## config.mk

```make
export PLATFORM = sky130hd
export DESIGN_NAME = sar_adc_sequencer
export DESIGN_NICKNAME = d
export VERILOG_FILES = /design/src/hdl/sar_adc_pkg.sv /design/src/hdl/conv_clock_gen.sv /design/src/hdl/sar_adc_sequencer.sv
export VERILOG_INCLUDE_DIRS = /design/src /design/src/hdl
export SDC_FILE = /design/constraint.sdc
export NUM_CORES = 1
export LEC_CHECK = 0
export ABC_AREA = 1
export BUFFER_PORTS_ARGS = -buffer_cell sky130_fd_sc_hd__buf_2
export CORE_MARGIN = 1
export CORE_UTILIZATION = 49
export DETAILED_ROUTE_END_ITERATION = 10
export GPL_TIMING_DRIVEN = 0
export HOLD_SLACK_MARGIN = 0.06
export PLACE_DENSITY = 0.71
export SYNTH_ARGS = -nofsm -noshare
export SYNTH_HDL_FRONTEND = slang
export SYNTH_HIERARCHICAL = 1
export SYNTH_SLANG_ARGS = --single-unit
```

## constraint.sdc

```tcl
create_clock -name pclk -period 1.97 [get_ports pclk]
set_clock_uncertainty 0.05 [all_clocks]
set_input_delay 0.4925 -clock pclk [delete_from_list [all_inputs] [get_ports pclk]]
set_output_delay 0.4925 -clock pclk [all_outputs]
set_load 0.01 [all_outputs]
```

## src/hdl/sar_adc_consts.svh

```systemverilog
`ifndef SAR_ADC_CONSTS_SVH
`define SAR_ADC_CONSTS_SVH

// ==========================================================
// Register byte offsets
`define OFS_CONTROL      8'h00
`define OFS_ANALOG_SEL   8'h04
`define OFS_PIN_DIR      8'h08
`define OFS_RESULT_HIGH  8'h0c
`define OFS_RESULT_LOW   8'h10
`define OFS_IRQ_STATUS   8'h14
`define OFS_IRQ_CLEAR    8'h18
`define OFS_IRQ_ENABLE   8'h1c

// ==========================================================
// Field positions
`define CTL_POWER        0
`define CTL_GO           1
`define CTL_CHAN_LSB     2
`define CTL_REF          6
`define CTL_JUSTIFY      7
`define SEL_CLK_LSB      4
`define FLAG_DONE        6

// ==========================================================
// Reset values and writable masks
`define CONTROL_RST      8'h00
`define CONTROL_MASK     8'hcf
`define ANALOG_SEL_RST   8'h0f
`define ANALOG_SEL_MASK  8'h7f
`define PIN_DIR_RST      4'hf
`define IRQ_ENABLE_RST   8'h00
`define IRQ_MASK         8'h40

// ==========================================================
// Timing counts in conversion clock periods
`define CONV_TADS        11
`define HOLDOFF_TADS     2

`endif

```

## src/hdl/sar_adc_pkg.sv

```systemverilog
package sar_adc_pkg;

	// ==========================================================
	// Types shared by the sequencer and its environment
	localparam int RESULT_BITS = 10;

	typedef logic [RESULT_BITS-1:0] sample_type;

	// Sequencer states
	typedef enum logic [1:0] {
		st_idle,
		st_convert,
		st_holdoff
	} seq_state_type;

	// Controls toward the analog front end
	typedef struct packed {
		logic       power_on;   // Converter bias on
		logic       ref_ext;    // 1: external reference pin
		logic [1:0] channel;    // Mux input to sample-and-hold
		logic       track;      // Sample-and-hold tracking input
		sample_type dac_code;   // Trial code for the comparator
	} analog_ctrl_type;

	// Per-pin port controls, one bit per analog-capable pin
	typedef struct packed {
		logic [3:0] digital_in_en;    // Digital input buffer on
		logic [3:0] pullup_allow;     // Weak pull-up may act
		logic [3:0] change_irq_allow; // Change detect may act
		logic [3:0] drive_enable;     // Output driver on
	} pin_ctrl_type;

endpackage

```

## src/hdl/conv_clock_gen.sv

```systemverilog
`timescale 1ns/100ps
`default_nettype none

module conv_clock_gen (
	// Clock and reset
	input  wire logic       pclk,
	input  wire logic       presetn,
	// Control
	input  wire logic       run,
	input  wire logic [2:0] clock_code,
	// Dedicated RC oscillator pin
	input  wire logic       rc_clock_pin,
	// One-cycle pulse at the end of each conversion clock period
	output logic            tick
);

	// ==========================================================
	// Divider decode
	function automatic logic [6:0] div_of(input logic [2:0] code);
		unique case (code)
			3'h0:    div_of = 7'h02;
			3'h4:    div_of = 7'h04;
			3'h1:    div_of = 7'h08;
			3'h5:    div_of = 7'h10;
			3'h2:    div_of = 7'h20;
			3'h6:    div_of = 7'h40;
			default: div_of = 7'h02; // RC codes do not use the divider
		endcase
	endfunction

	logic       rc_meta;  // First synchroniser stage
	logic       rc_sync;  // Second synchroniser stage
	logic       rc_last;  // Previous synchronised level
	logic [6:0] cnt;      // Bus clock divider
	logic       rc_mode;  // Any x11 code picks the RC source
	logic       div_end;  // Divider wraps this cycle

	assign rc_mode = (clock_code[1:0] == 2'h3);
	assign div_end = (cnt == div_of(clock_code) - 7'h01);

	// ==========================================================
	// RC pin synchroniser; edges are taken past the second stage
	always_ff @(posedge pclk or negedge presetn) begin
		if (!presetn) begin
			rc_meta <= 1'b0;
			rc_sync <= 1'b0;
			rc_last <= 1'b0;
		end else begin
			rc_meta <= rc_clock_pin;
			rc_sync <= rc_meta;
			rc_last <= rc_sync;
		end
	end

	// Divider is held clear while idle so every period starts whole
	always_ff @(posedge pclk or negedge presetn) begin
		if (!presetn)
			cnt <= 7'h00;
		else if (!run || div_end)
			cnt <= 7'h00;
		else
			cnt <= cnt + 7'h01;
	end

	// Registered period strobe
	always_ff @(posedge pclk or negedge presetn) begin
		if (!presetn)
			tick <= 1'b0;
		else
			tick <= run & (rc_mode ? (rc_sync & ~rc_last) : div_end);
	end

endmodule

`default_nettype wire

```

## src/hdl/sar_adc_sequencer.sv

```systemverilog
`timescale 1ns/100ps
`default_nettype none
`include "sar_adc_consts.svh"

module sar_adc_sequencer
	import sar_adc_pkg::*;
#(
	parameter int CONV_TADS    = `CONV_TADS,
	parameter int HOLDOFF_TADS = `HOLDOFF_TADS
) (
	// Clock and reset
	input  wire logic          pclk,
	input  wire logic          presetn,
	// APB slave
	input  wire logic          psel,
	input  wire logic          penable,
	input  wire logic          pwrite,
	input  wire logic [7:0]    paddr,
	input  wire logic [31:0]   pwdata,
	output logic               pready,
	output logic [31:0]        prdata,
	output logic               pslverr,
	// Analog front end
	input  wire logic          comp_in,
	input  wire logic          rc_clock_pin,
	output var analog_ctrl_type ana,
	// Port pins
	output var pin_ctrl_type   pins,
	// Interrupt
	output logic               adc_irq
);

	// ==========================================================
	// Elaboration checks
	generate
		if (CONV_TADS < RESULT_BITS + 1 || CONV_TADS > 16) begin : bad_tads
			$error("CONV_TADS must lie between 11 and 16");
		end
		if (HOLDOFF_TADS < 1 || HOLDOFF_TADS > 16) begin : bad_hold
			$error("HOLDOFF_TADS must lie between 1 and 16");
		end
	endgenerate

	localparam logic [3:0] LAST_TAD   = 4'(CONV_TADS - 1);
	localparam logic [3:0] FIRST_BIT  = 4'(CONV_TADS - RESULT_BITS);
	localparam logic [3:0] LAST_HOLD  = 4'(HOLDOFF_TADS - 1);
	localparam sample_type TOP_BIT    = sample_type'(1) << (RESULT_BITS-1);

	// ==========================================================
	// Functions
	function automatic logic is_mapped(input logic [7:0] a);
		is_mapped = (a == `OFS_CONTROL)     || (a == `OFS_ANALOG_SEL) ||
		            (a == `OFS_PIN_DIR)     || (a == `OFS_RESULT_HIGH) ||
		            (a == `OFS_RESULT_LOW)  || (a == `OFS_IRQ_STATUS) ||
		            (a == `OFS_IRQ_CLEAR)   || (a == `OFS_IRQ_ENABLE);
	endfunction

	// Keep or drop the trial bit, then try the next one down
	function automatic sample_type resolve(input sample_type code,
	                                      input sample_type mask,
	                                      input logic       high);
		resolve = (high ? code : (code & ~mask)) | (mask >> 1);
	endfunction

	// ==========================================================
	// Registers and state
	logic [7:0]    control;      // Converter control
	logic [7:0]    analog_sel;   // Clock code and analog pin select
	logic [3:0]    pin_dir;      // 1 = pin is input
	logic [15:0]   result_pair;  // High and low result bytes
	logic          done_flag;    // Sticky completion flag
	logic [7:0]    irq_enable;   // Interrupt enable, same layout
	seq_state_type state;        // Sequencer state
	logic [3:0]    tad_count;    // Periods seen in this phase
	sample_type    sar_code;     // Trial code under test
	sample_type    bit_mask;     // Bit being decided
	logic          comp_meta;    // First comparator sync stage
	logic          comp_high;    // Comparator: input above trial
	logic          tick;         // End of a conversion clock period

	logic        wr_access;      // APB write access phase
	logic        setup;          // APB setup phase
	logic        power_on;       // Converter enabled
	logic        go;             // Go/done bit
	logic        done;           // Conversion completes this cycle
	sample_type  final_code;     // Value after the last decision

	assign power_on   = control[`CTL_POWER];
	assign go         = control[`CTL_GO];
	assign wr_access  = psel & penable & pwrite;
	assign setup      = psel & ~penable;
	assign final_code = resolve(sar_code, bit_mask, comp_high);
	assign done       = (state == st_convert) & go & tick &
	                    (tad_count == LAST_TAD);

	// ==========================================================
	// APB answer: no wait states, unmapped access flags an error
	assign pready  = 1'b1;
	assign pslverr = psel & penable & ~is_mapped(paddr);

	// Read data is captured in setup so it comes from a flip-flop
	always_ff @(posedge pclk or negedge presetn) begin
		if (!presetn) begin
			prdata <= 32'h0000_0000;
		end else if (setup) begin
			unique case (paddr)
				`OFS_CONTROL:     prdata <= {24'h0, control};
				`OFS_ANALOG_SEL:  prdata <= {24'h0, analog_sel};
				`OFS_PIN_DIR:     prdata <= {28'h0, pin_dir};
				`OFS_RESULT_HIGH: prdata <= {24'h0, result_pair[15:8]};
				`OFS_RESULT_LOW:  prdata <= {24'h0, result_pair[7:0]};
				`OFS_IRQ_STATUS:  prdata <= {24'h0, 1'b0, done_flag, 6'h0};
				`OFS_IRQ_ENABLE:  prdata <= {24'h0, irq_enable};
				// Clear register is write-only; unmapped reads zero
				default:          prdata <= 32'h0000_0000;
			endcase
		end
	end

	// ==========================================================
	// Control register with hardware-managed go bit
	always_ff @(posedge pclk or negedge presetn) begin
		if (!presetn) begin
			control <= `CONTROL_RST;
		end else if (done) begin
			// Completion beats a same-cycle write of go
			control[`CTL_GO] <= 1'b0;
			if (wr_access && paddr == `OFS_CONTROL) begin
				control[`CTL_JUSTIFY] <= pwdata[`CTL_JUSTIFY];
				control[`CTL_REF]     <= pwdata[`CTL_REF];
				control[3:2]          <= pwdata[3:2];
				control[`CTL_POWER]   <= pwdata[`CTL_POWER];
			end
		end else if (wr_access && paddr == `OFS_CONTROL) begin
			control <= pwdata[7:0] & `CONTROL_MASK;
			// Go counts only if already powered and not holding off
			control[`CTL_GO] <= pwdata[`CTL_GO] & power_on &
			                    pwdata[`CTL_POWER] &
			                    (state != st_holdoff);
		end
	end

	// Other configuration registers
	always_ff @(posedge pclk or negedge presetn) begin
		if (!presetn) begin
			analog_sel <= `ANALOG_SEL_RST;
			pin_dir    <= `PIN_DIR_RST;
			irq_enable <= `IRQ_ENABLE_RST;
		end else if (wr_access) begin
			if (paddr == `OFS_ANALOG_SEL)
				analog_sel <= pwdata[7:0] & `ANALOG_SEL_MASK;
			if (paddr == `OFS_PIN_DIR)
				pin_dir <= pwdata[3:0];
			if (paddr == `OFS_IRQ_ENABLE)
				irq_enable <= pwdata[7:0] & `IRQ_MASK;
		end
	end

	// ==========================================================
	// Completion flag: a new completion wins over a clear
	always_ff @(posedge pclk or negedge presetn) begin
		if (!presetn)
			done_flag <= 1'b0;
		else if (done)
			done_flag <= 1'b1;
		else if (wr_access && paddr == `OFS_IRQ_CLEAR &&
		         pwdata[`FLAG_DONE])
			done_flag <= 1'b0;
	end

	// Level interrupt while an enabled flag is set
	assign adc_irq = done_flag & irq_enable[`FLAG_DONE];

	// ==========================================================
	// Comparator synchroniser; the trial code settles for a whole
	// period before it is judged, so two stages add no error when a period lasts three or more pclk cycles
	always_ff @(posedge pclk or negedge presetn) begin
		if (!presetn) begin
			comp_meta <= 1'b0;
			comp_high <= 1'b0;
		end else begin
			comp_meta <= comp_in;
			comp_high <= comp_meta;
		end
	end

	// Conversion clock source and divider; the divider is cleared
	// in the abort cycle so the hold-off counts whole periods
	conv_clock_gen u_clock (
		.pclk         (pclk),
		.presetn      (presetn),
		.run          (power_on && state != st_idle &&
		               !(state == st_convert && !go)),
		.clock_code   (analog_sel[6:4]),
		.rc_clock_pin (rc_clock_pin),
		.tick         (tick)
	);

	// ==========================================================
	// Sequencer
	always_ff @(posedge pclk or negedge presetn) begin
		if (!presetn) begin
			state     <= st_idle;
			tad_count <= 4'h0;
			sar_code  <= TOP_BIT;
			bit_mask  <= TOP_BIT;
		end else if (!power_on) begin
			// Powered down: nothing runs
			state     <= st_idle;
			tad_count <= 4'h0;
		end else begin
			unique case (state)
				st_idle: begin
					tad_count <= 4'h0;
					sar_code  <= TOP_BIT;
					bit_mask  <= TOP_BIT;
					if (go)
						state <= st_convert;
				end
				st_convert: begin
					if (!go) begin
						// Software abort
						state     <= st_holdoff;
						tad_count <= 4'h0;
					end else if (tick) begin
						if (tad_count == LAST_TAD)
							state <= st_idle;
						tad_count <= tad_count + 4'h1;
						// First periods hold the sample, the rest decide bits
						if (tad_count >= FIRST_BIT) begin
							sar_code <= final_code;
							bit_mask <= bit_mask >> 1;
						end
					end
				end
				st_holdoff: begin
					if (tick) begin
						if (tad_count == LAST_HOLD)
							state <= st_idle;
						tad_count <= tad_count + 4'h1;
					end
				end
			endcase
		end
	end

	// Result pair updated only at completion; aborts leave it alone
	always_ff @(posedge pclk or negedge presetn) begin
		if (!presetn)
			result_pair <= 16'h0000;
		else if (done) begin
			if (control[`CTL_JUSTIFY])
				result_pair <= {6'h00, final_code};
			else
				result_pair <= {final_code, 6'h00};
		end
	end

	// ==========================================================
	// Analog and pin controls
	assign ana.power_on = power_on;
	assign ana.ref_ext  = control[`CTL_REF];
	assign ana.channel  = control[3:2];
	// Tracking in idle means acquisition restarts after a hold-off
	assign ana.track    = power_on & (state == st_idle);
	assign ana.dac_code = sar_code;

	// Analog pins lose the digital buffer, pull-up and change detect
	assign pins.digital_in_en    = ~analog_sel[3:0];
	assign pins.pullup_allow     = ~analog_sel[3:0];
	assign pins.change_irq_allow = ~analog_sel[3:0];
	assign pins.drive_enable     = ~pin_dir;

	// ==========================================================
	// Checks
	logic [3:0] conv_ticks; // Ticks seen since the conversion began

	always_ff @(posedge pclk or negedge presetn) begin
		if (!presetn)
			conv_ticks <= 4'h0;
		else if (state != st_convert)
			conv_ticks <= 4'h0;
		else if (tick)
			conv_ticks <= conv_ticks + 4'h1;
	end

	chk_conv_length: assert property (
		@(posedge pclk) disable iff (!presetn)
		done |-> conv_ticks == LAST_TAD)
		else $error("conversion did not take eleven periods");

	chk_done_clears_go: assert property (
		@(posedge pclk) disable iff (!presetn)
		done |=> !go && done_flag && state == st_idle)
		else $error("completion did not clear go and set flag");

	chk_irq_follows: assert property (
		@(posedge pclk) disable iff (!presetn)
		done && irq_enable[`FLAG_DONE] |=> adc_irq)
		else $error("enabled completion raised no interrupt");

	chk_start_conv: assert property (
		@(posedge pclk) disable iff (!presetn)
		state == st_idle && go && power_on |=> state == st_convert)
		else $error("go did not start a conversion");

	chk_abort_keeps: assert property (
		@(posedge pclk) disable iff (!presetn)
		state == st_convert && !go && power_on |=>
		state == st_holdoff && $stable(result_pair))
		else $error("abort changed the result or missed hold-off");

	chk_holdoff_end: assert property (
		@(posedge pclk) disable iff (!presetn)
		state == st_holdoff && power_on && tick &&
		tad_count == LAST_HOLD |=> ana.track)
		else $error("acquisition did not restart after hold-off");

	chk_right_just: assert property (
		@(posedge pclk) disable iff (!presetn)
		done && control[`CTL_JUSTIFY] |=> result_pair[15:10] == 6'h00)
		else $error("right-justified result has upper bits set");

	chk_left_just: assert property (
		@(posedge pclk) disable iff (!presetn)
		done && !control[`CTL_JUSTIFY] |=> result_pair[5:0] == 6'h00)
		else $error("left-justified result has lower bits set");

	chk_power_off: assert property (
		@(posedge pclk) disable iff (!presetn)
		!power_on |-> !ana.track ##1 state == st_idle)
		else $error("converter active while powered down");

endmodule

`default_nettype wire
```

Word-level counts from Yosys, hierarchy flattened
Index checks and enable logic that the tools add are counted.

word-level totals
  input bits = 47
  word-level logic and storage cells = 134
  output and inout port bits = 66
  bits in registers = 106

operators by class
  reduce and logical (&&, ||, !) cells = 28
  equal/unequal tests = 27
  order comparisons = 1
  bitwise operators = 22
  muxes and demuxes = 34
  add/subtract/negate cells = 3

operators with widths
  operator               number
  $mux W10               7
  $pmux W8 S7            1
  $pmux W10 S2           2
  $pmux W7 S5            1
  $eq A8 B5 Y1 const B   4
  $mux W2                10
  $eq A8 B4 Y1 const B   2
  $mux W16               1
  $mux W4                4
  $and A1 B1 Y1          14
  $pmux W4 S3            1
  $and A10 B10 Y10       1
  $not A10 Y10           1
  $or A10 B9 Y10         1
  $reduce_and A5 Y1      2
  $eq A3 B3 Y1 const B   3
  $eq A8 B3 Y1 const B   1
  $logic_not A8 Y1       1
  $logic_or A1 B1 Y1     8
  $mux W8                1
  $ne A4 B3 Y1 const B   2
  $not A4 Y4             2
  $reduce_bool A2 Y1     4
  $add A7 B1 Y7 const B  1
  other kinds (22)       40

Depth between registers and ports, before layout
  depth in word-level cells = 10
  gate-level depth with buffers = 12
  mapped depth without buffers = 12

Cells and area by module
Netlist, hierarchy kept.

by module, submodules not included
  module             cells an instance  instances  area an instance (um2)  sequential area each (um2)
  sar_adc_sequencer  474                1          4041.4                  1789.2
  conv_clock_gen     91                 1          696.9                   275.3

Least setup slack after synthesis
OpenSTA, ideal clock, no wires.

  path type = input to output
  from = input port paddr[0]
  to = output port pslverr
  path buffers = 0
  setup slack = 0.335 ns
  data required time = 1.427 ns
  stages = 6
  data arrival time = 1.092 ns
  cell sequence = inv_1 -> nand2_1 -> nor2_4 -> nand2_1 -> nand3_1 -> nor2_1

on the way
  word-level cells in the longest chain between the ends = 10
  elaborated cells between the ends (all ways) = 17
  those cells by class = 7 x eq/ne; 2 x bitwise; 8 x reduce/logical

ends and longest elaborated chain
  item                                                     RTL line                 source
  start, declared                                          sar_adc_sequencer.sv:18  input wire logic [7:0] paddr,
  $eq A8 B3 Y1 / $logic_not A8 Y1 (equally long branches)  -
  $logic_or A1 B1 Y1 (6 in series)                         sar_adc_sequencer.sv:52  is_mapped = (a == `OFS_CONTROL) || (a == `OFS_ANALOG_SEL) ||
  $logic_or A1 B1 Y1 *                                     sar_adc_sequencer.sv:52
  $not A1 Y1 *                                             sar_adc_sequencer.sv:99  assign pslverr = psel & penable & ~is_mapped(paddr);
  $and A1 B1 Y1 *                                          sar_adc_sequencer.sv:99
  end, declared                                            sar_adc_sequencer.sv:22  output logic pslverr,

Every way passes the cells marked *; elsewhere a longest branch is shown, timed or not.

Worst setup path in the final report
  from = input port paddr[5]
  to = output port pslverr

Same word-level chain as after synthesis.

==> flow_summary.toml <==
[critical_path]
crit_path_end_kind = "output pin"
start_kind = "input pin"
r2r_start = "analog_sel[5]"
crit_required_ns = 1.43
critical_path_arrival_ns = 1.31
r2r_slack_ns = 0.16
critPathKind = "input pin to output pin"
r2r_cells = 12
r2r_end = "u_clock/cnt[4]"
crit_fanout = 6

[power_and_ir_drop]
clock_power_share_pct = 38.7
power_switching_share_pct = 25.4
power.internal_mw = 2.39
seqPwrFrac_pct = 53.7
power_density_nw_per_um2 = 577
leakagePower_nw = 2.89
p_sw_mw = 0.815
pwr-share-comb_pct = 7.6
vdd_drop_max_mv = 0.326

[placed_design]
portBuffers = 63
dpl.hpwl_mm = 7.53
post-place-cells = 781
pre_cts_slack_ns = 0.0421
gp_congestion = 0.841

[grt]
grt_pass1_vias = 3797
busiest_layer = "met2"
grt_pass1_wl_mm = 17.3
grt_start_max_net_pins = 50
overflow = 0
grtUsageMet3_pct = 4.46
antenna_found_initial = 0
gr-usage-met2_pct = 36.4
grt_use_met1_pct = 28.0
grt_usage_pct = 21.8

[clock_network]
cts_buffers = 9
tritoncts = "done"
cts_htree_levels = 3
root_buffer = "clkbuf_8"
clkTransAtPathRegs_ns = 0.08
clk_latency_ns = 0.36
clkSinkCount = 82
cts_buffer_depth = 2

[synthesis]
synth_xor_area_share_pct = 1.66
synth_top_family_by_area = "simple AND/OR/NAND/NOR gates"
syn_area_um2 = 4740
synth-edff-count = 0
yosys.area.top_type_share_pct = 38.0
async_flop_share_pct = 100
synth_area_per_cell_um2 = 8.39
synth.largest_area_cell = "dfrtp_1"
synth_seq_cells = 82
seq_area_frac_synth_pct = 43.6
yosys.area_share.simple_pct = 27.8
yosysWarnings = 6
ys_types = 40
synthAdderAreaFrac_pct = 3.43
synthTopCellsByArea = "dfrtp_1, nand2_1, buf_4"
synth_mux_area_share_pct = 0
synth_flop_cell = "dfrtp_1"
synth_compound_area_share_pct = 9.48
syn_inst = 565

[sta]
hold_violations = 0
drv_slew = 0
setup_viol = 0
fin_crit_ns = 1.85
post-route-period-util_pct = 94.1
fmax_mhz = 539
worst_slack_ns = 0.115
worst_slew_pin_slew_ns = 0.563
max-slew-margin-rel_pct = 62.3
timing.hold.ws_ns = 0.186
rsz0062_at_grt = "no"
finalSetupTns_ns = 0

[finish]
final_cell_count_no_fill = 799
drive_above_1_share_pct = 29.7
diodes = 0
layout_common_cells = "nand2_1, dfrtp_1, inv_1"
final_common_cell = "nand2_1"
num-nets-final = 725
fillers = 853
syn_to_final_growth_pct = 17.4

[min_path]
hp-class = "input pin to register"
whs_path_depth = 1
min_from = "comp_in"
whs_endpoint = "comp_meta"

[die]
start_util_pct = 51.0
die-area_um2 = 10100
design.core.area_um2 = 9280
ios = 113
fp.dieH_um = 100
fp-row-count = 35
die_w_um = 100

[route]
drc_errors = 0
ant_nets = 0
drt-initial-drc-count = 139
vias_per_cell = 4.83
wire_per_inst_um = 12.6
routed_wl_mm = 10.1
vias = 3860
firstDrtPassIters = 4

[run_status]
status = "completed"

[job]
maxCapViolations = 0
## state kept, by name, summed over array words and instances, names as in the netlist
name / cells
result_pair: 16
bit_mask: 10
sar_code: 10
prdata: 8
analog_sel: 7
u_clock/cnt: 7
control: 6
pin_dir: 4
tad_count: 4
state: 2
comp_high: 1
comp_meta: 1
done_flag: 1
irq_enable: 1
u_clock/rc_last: 1
u_clock/rc_meta: 1
u_clock/rc_sync: 1
u_clock/tick: 1
## cell usage after synthesis (3+ instances only)
cell type  count
nor3_1         5
nor2_4         6
a21o_1         3
nand3_1       30
inv_2         10
inv_1         67
buf_4         39
nand4_1       16
o21ai_0       22
or2_0          5
nor2_2         4
xor2_1         7
o21ai_1        7
nand2_2        7
buf_6          4
o221ai_2       3
a21oi_1        7
dfstp_2       10
nand3_2        4
nand2_1      158
nand2_4        7
o21ai_2        6
ha_1          13
o22ai_1        6
nor2_1        23
dfrtp_1       72
o211ai_2       5
## stage by stage
stage / power (mW) / utilization, % / cell area, um^2
after detailed placement: 2.00 / 57.4 / 5330
final: 3.21 / 59.9 / 5560
after global placement: 1.98 / 57.1 / 5300
after CTS: 3.23 / 59.7 / 5540
after global routing: 3.33 / 59.9 / 5560
after floorplan: 1.90 / - / 4820
## area by class of cell
| cell class | count | area (um^2) | area share, % |
|---|---|---|---|
| Buffer | 47 | 367 | 6.59 |
| Multi-Input combinational cell | 381 | 2110 | 38.0 |
| Timing Repair Buffer | 66 | 363 | 6.52 |
| Tap cell | 129 | 161 | 2.90 |
| Clock buffer | 9 | 124 | 2.23 |
| Inverter | 78 | 293 | 5.26 |
| Clock inverter | 7 | 76.3 | 1.37 |
| Sequential cell | 82 | 2060 | 37.1 |
## how the worst max path moves through the flow
stage / startpoint / endpoint / slack [ns] / cells past startpoint
CTS: state[1] / ana[10] / 0.03 / 5
global route: analog_sel[4] / u_clock/cnt[4] / 0.003 / 12
detailed placement: paddr[0] / pslverr / 0.04 / 8
global placement: presetn / sar_code[2] / -0.27 / 1
finish: paddr[5] / pslverr / 0.12 / 8
floorplan: paddr[0] / pslverr / 0.34 / 6
## kinds of logic after synthesis
family	count (synthesis)
buf+inv	125
other cells	2
xor+xnor	9
compound gates	65
simple gates	269
fa+ha+maj	13
flops	82
## critical path, stage by stage
cell and delay (ns):
buf_2 0.11, inv_1 0.04, nand2_1 0.05, nor2_2 0.23, nand2_1 0.08, a21oi_1 0.13, nor2_1 0.05, buf_2 0.13
## power by group through the flow
stage               Combinational [mW]  Clock (mW)  Sequential (mW)
finish                           0.245        1.24             1.72
global route                     0.276        1.33             1.73
global placement                 0.231           0             1.75
detailed placement               0.242           0             1.75
floorplan                        0.147           0             1.75
CTS                              0.244        1.26             1.72
## metal layers
layer | up-vias | share of wire [%]
met4 | 0 | 2.5
met3 | 18 | 5.4
met1 | 1776 | 45
met2 | 127 | 47
met5 | - | 0
li1 | 1939 | -
## timing repair
action,4_1_cts,5_1_grt
setup buffers,0,1
resized for setup,1,3
pin swaps,0,1
setup endpoints to repair,1,2
hold buffers,1,0
hold endpoints to repair,29,0
(Power assumes the default switching activity.)
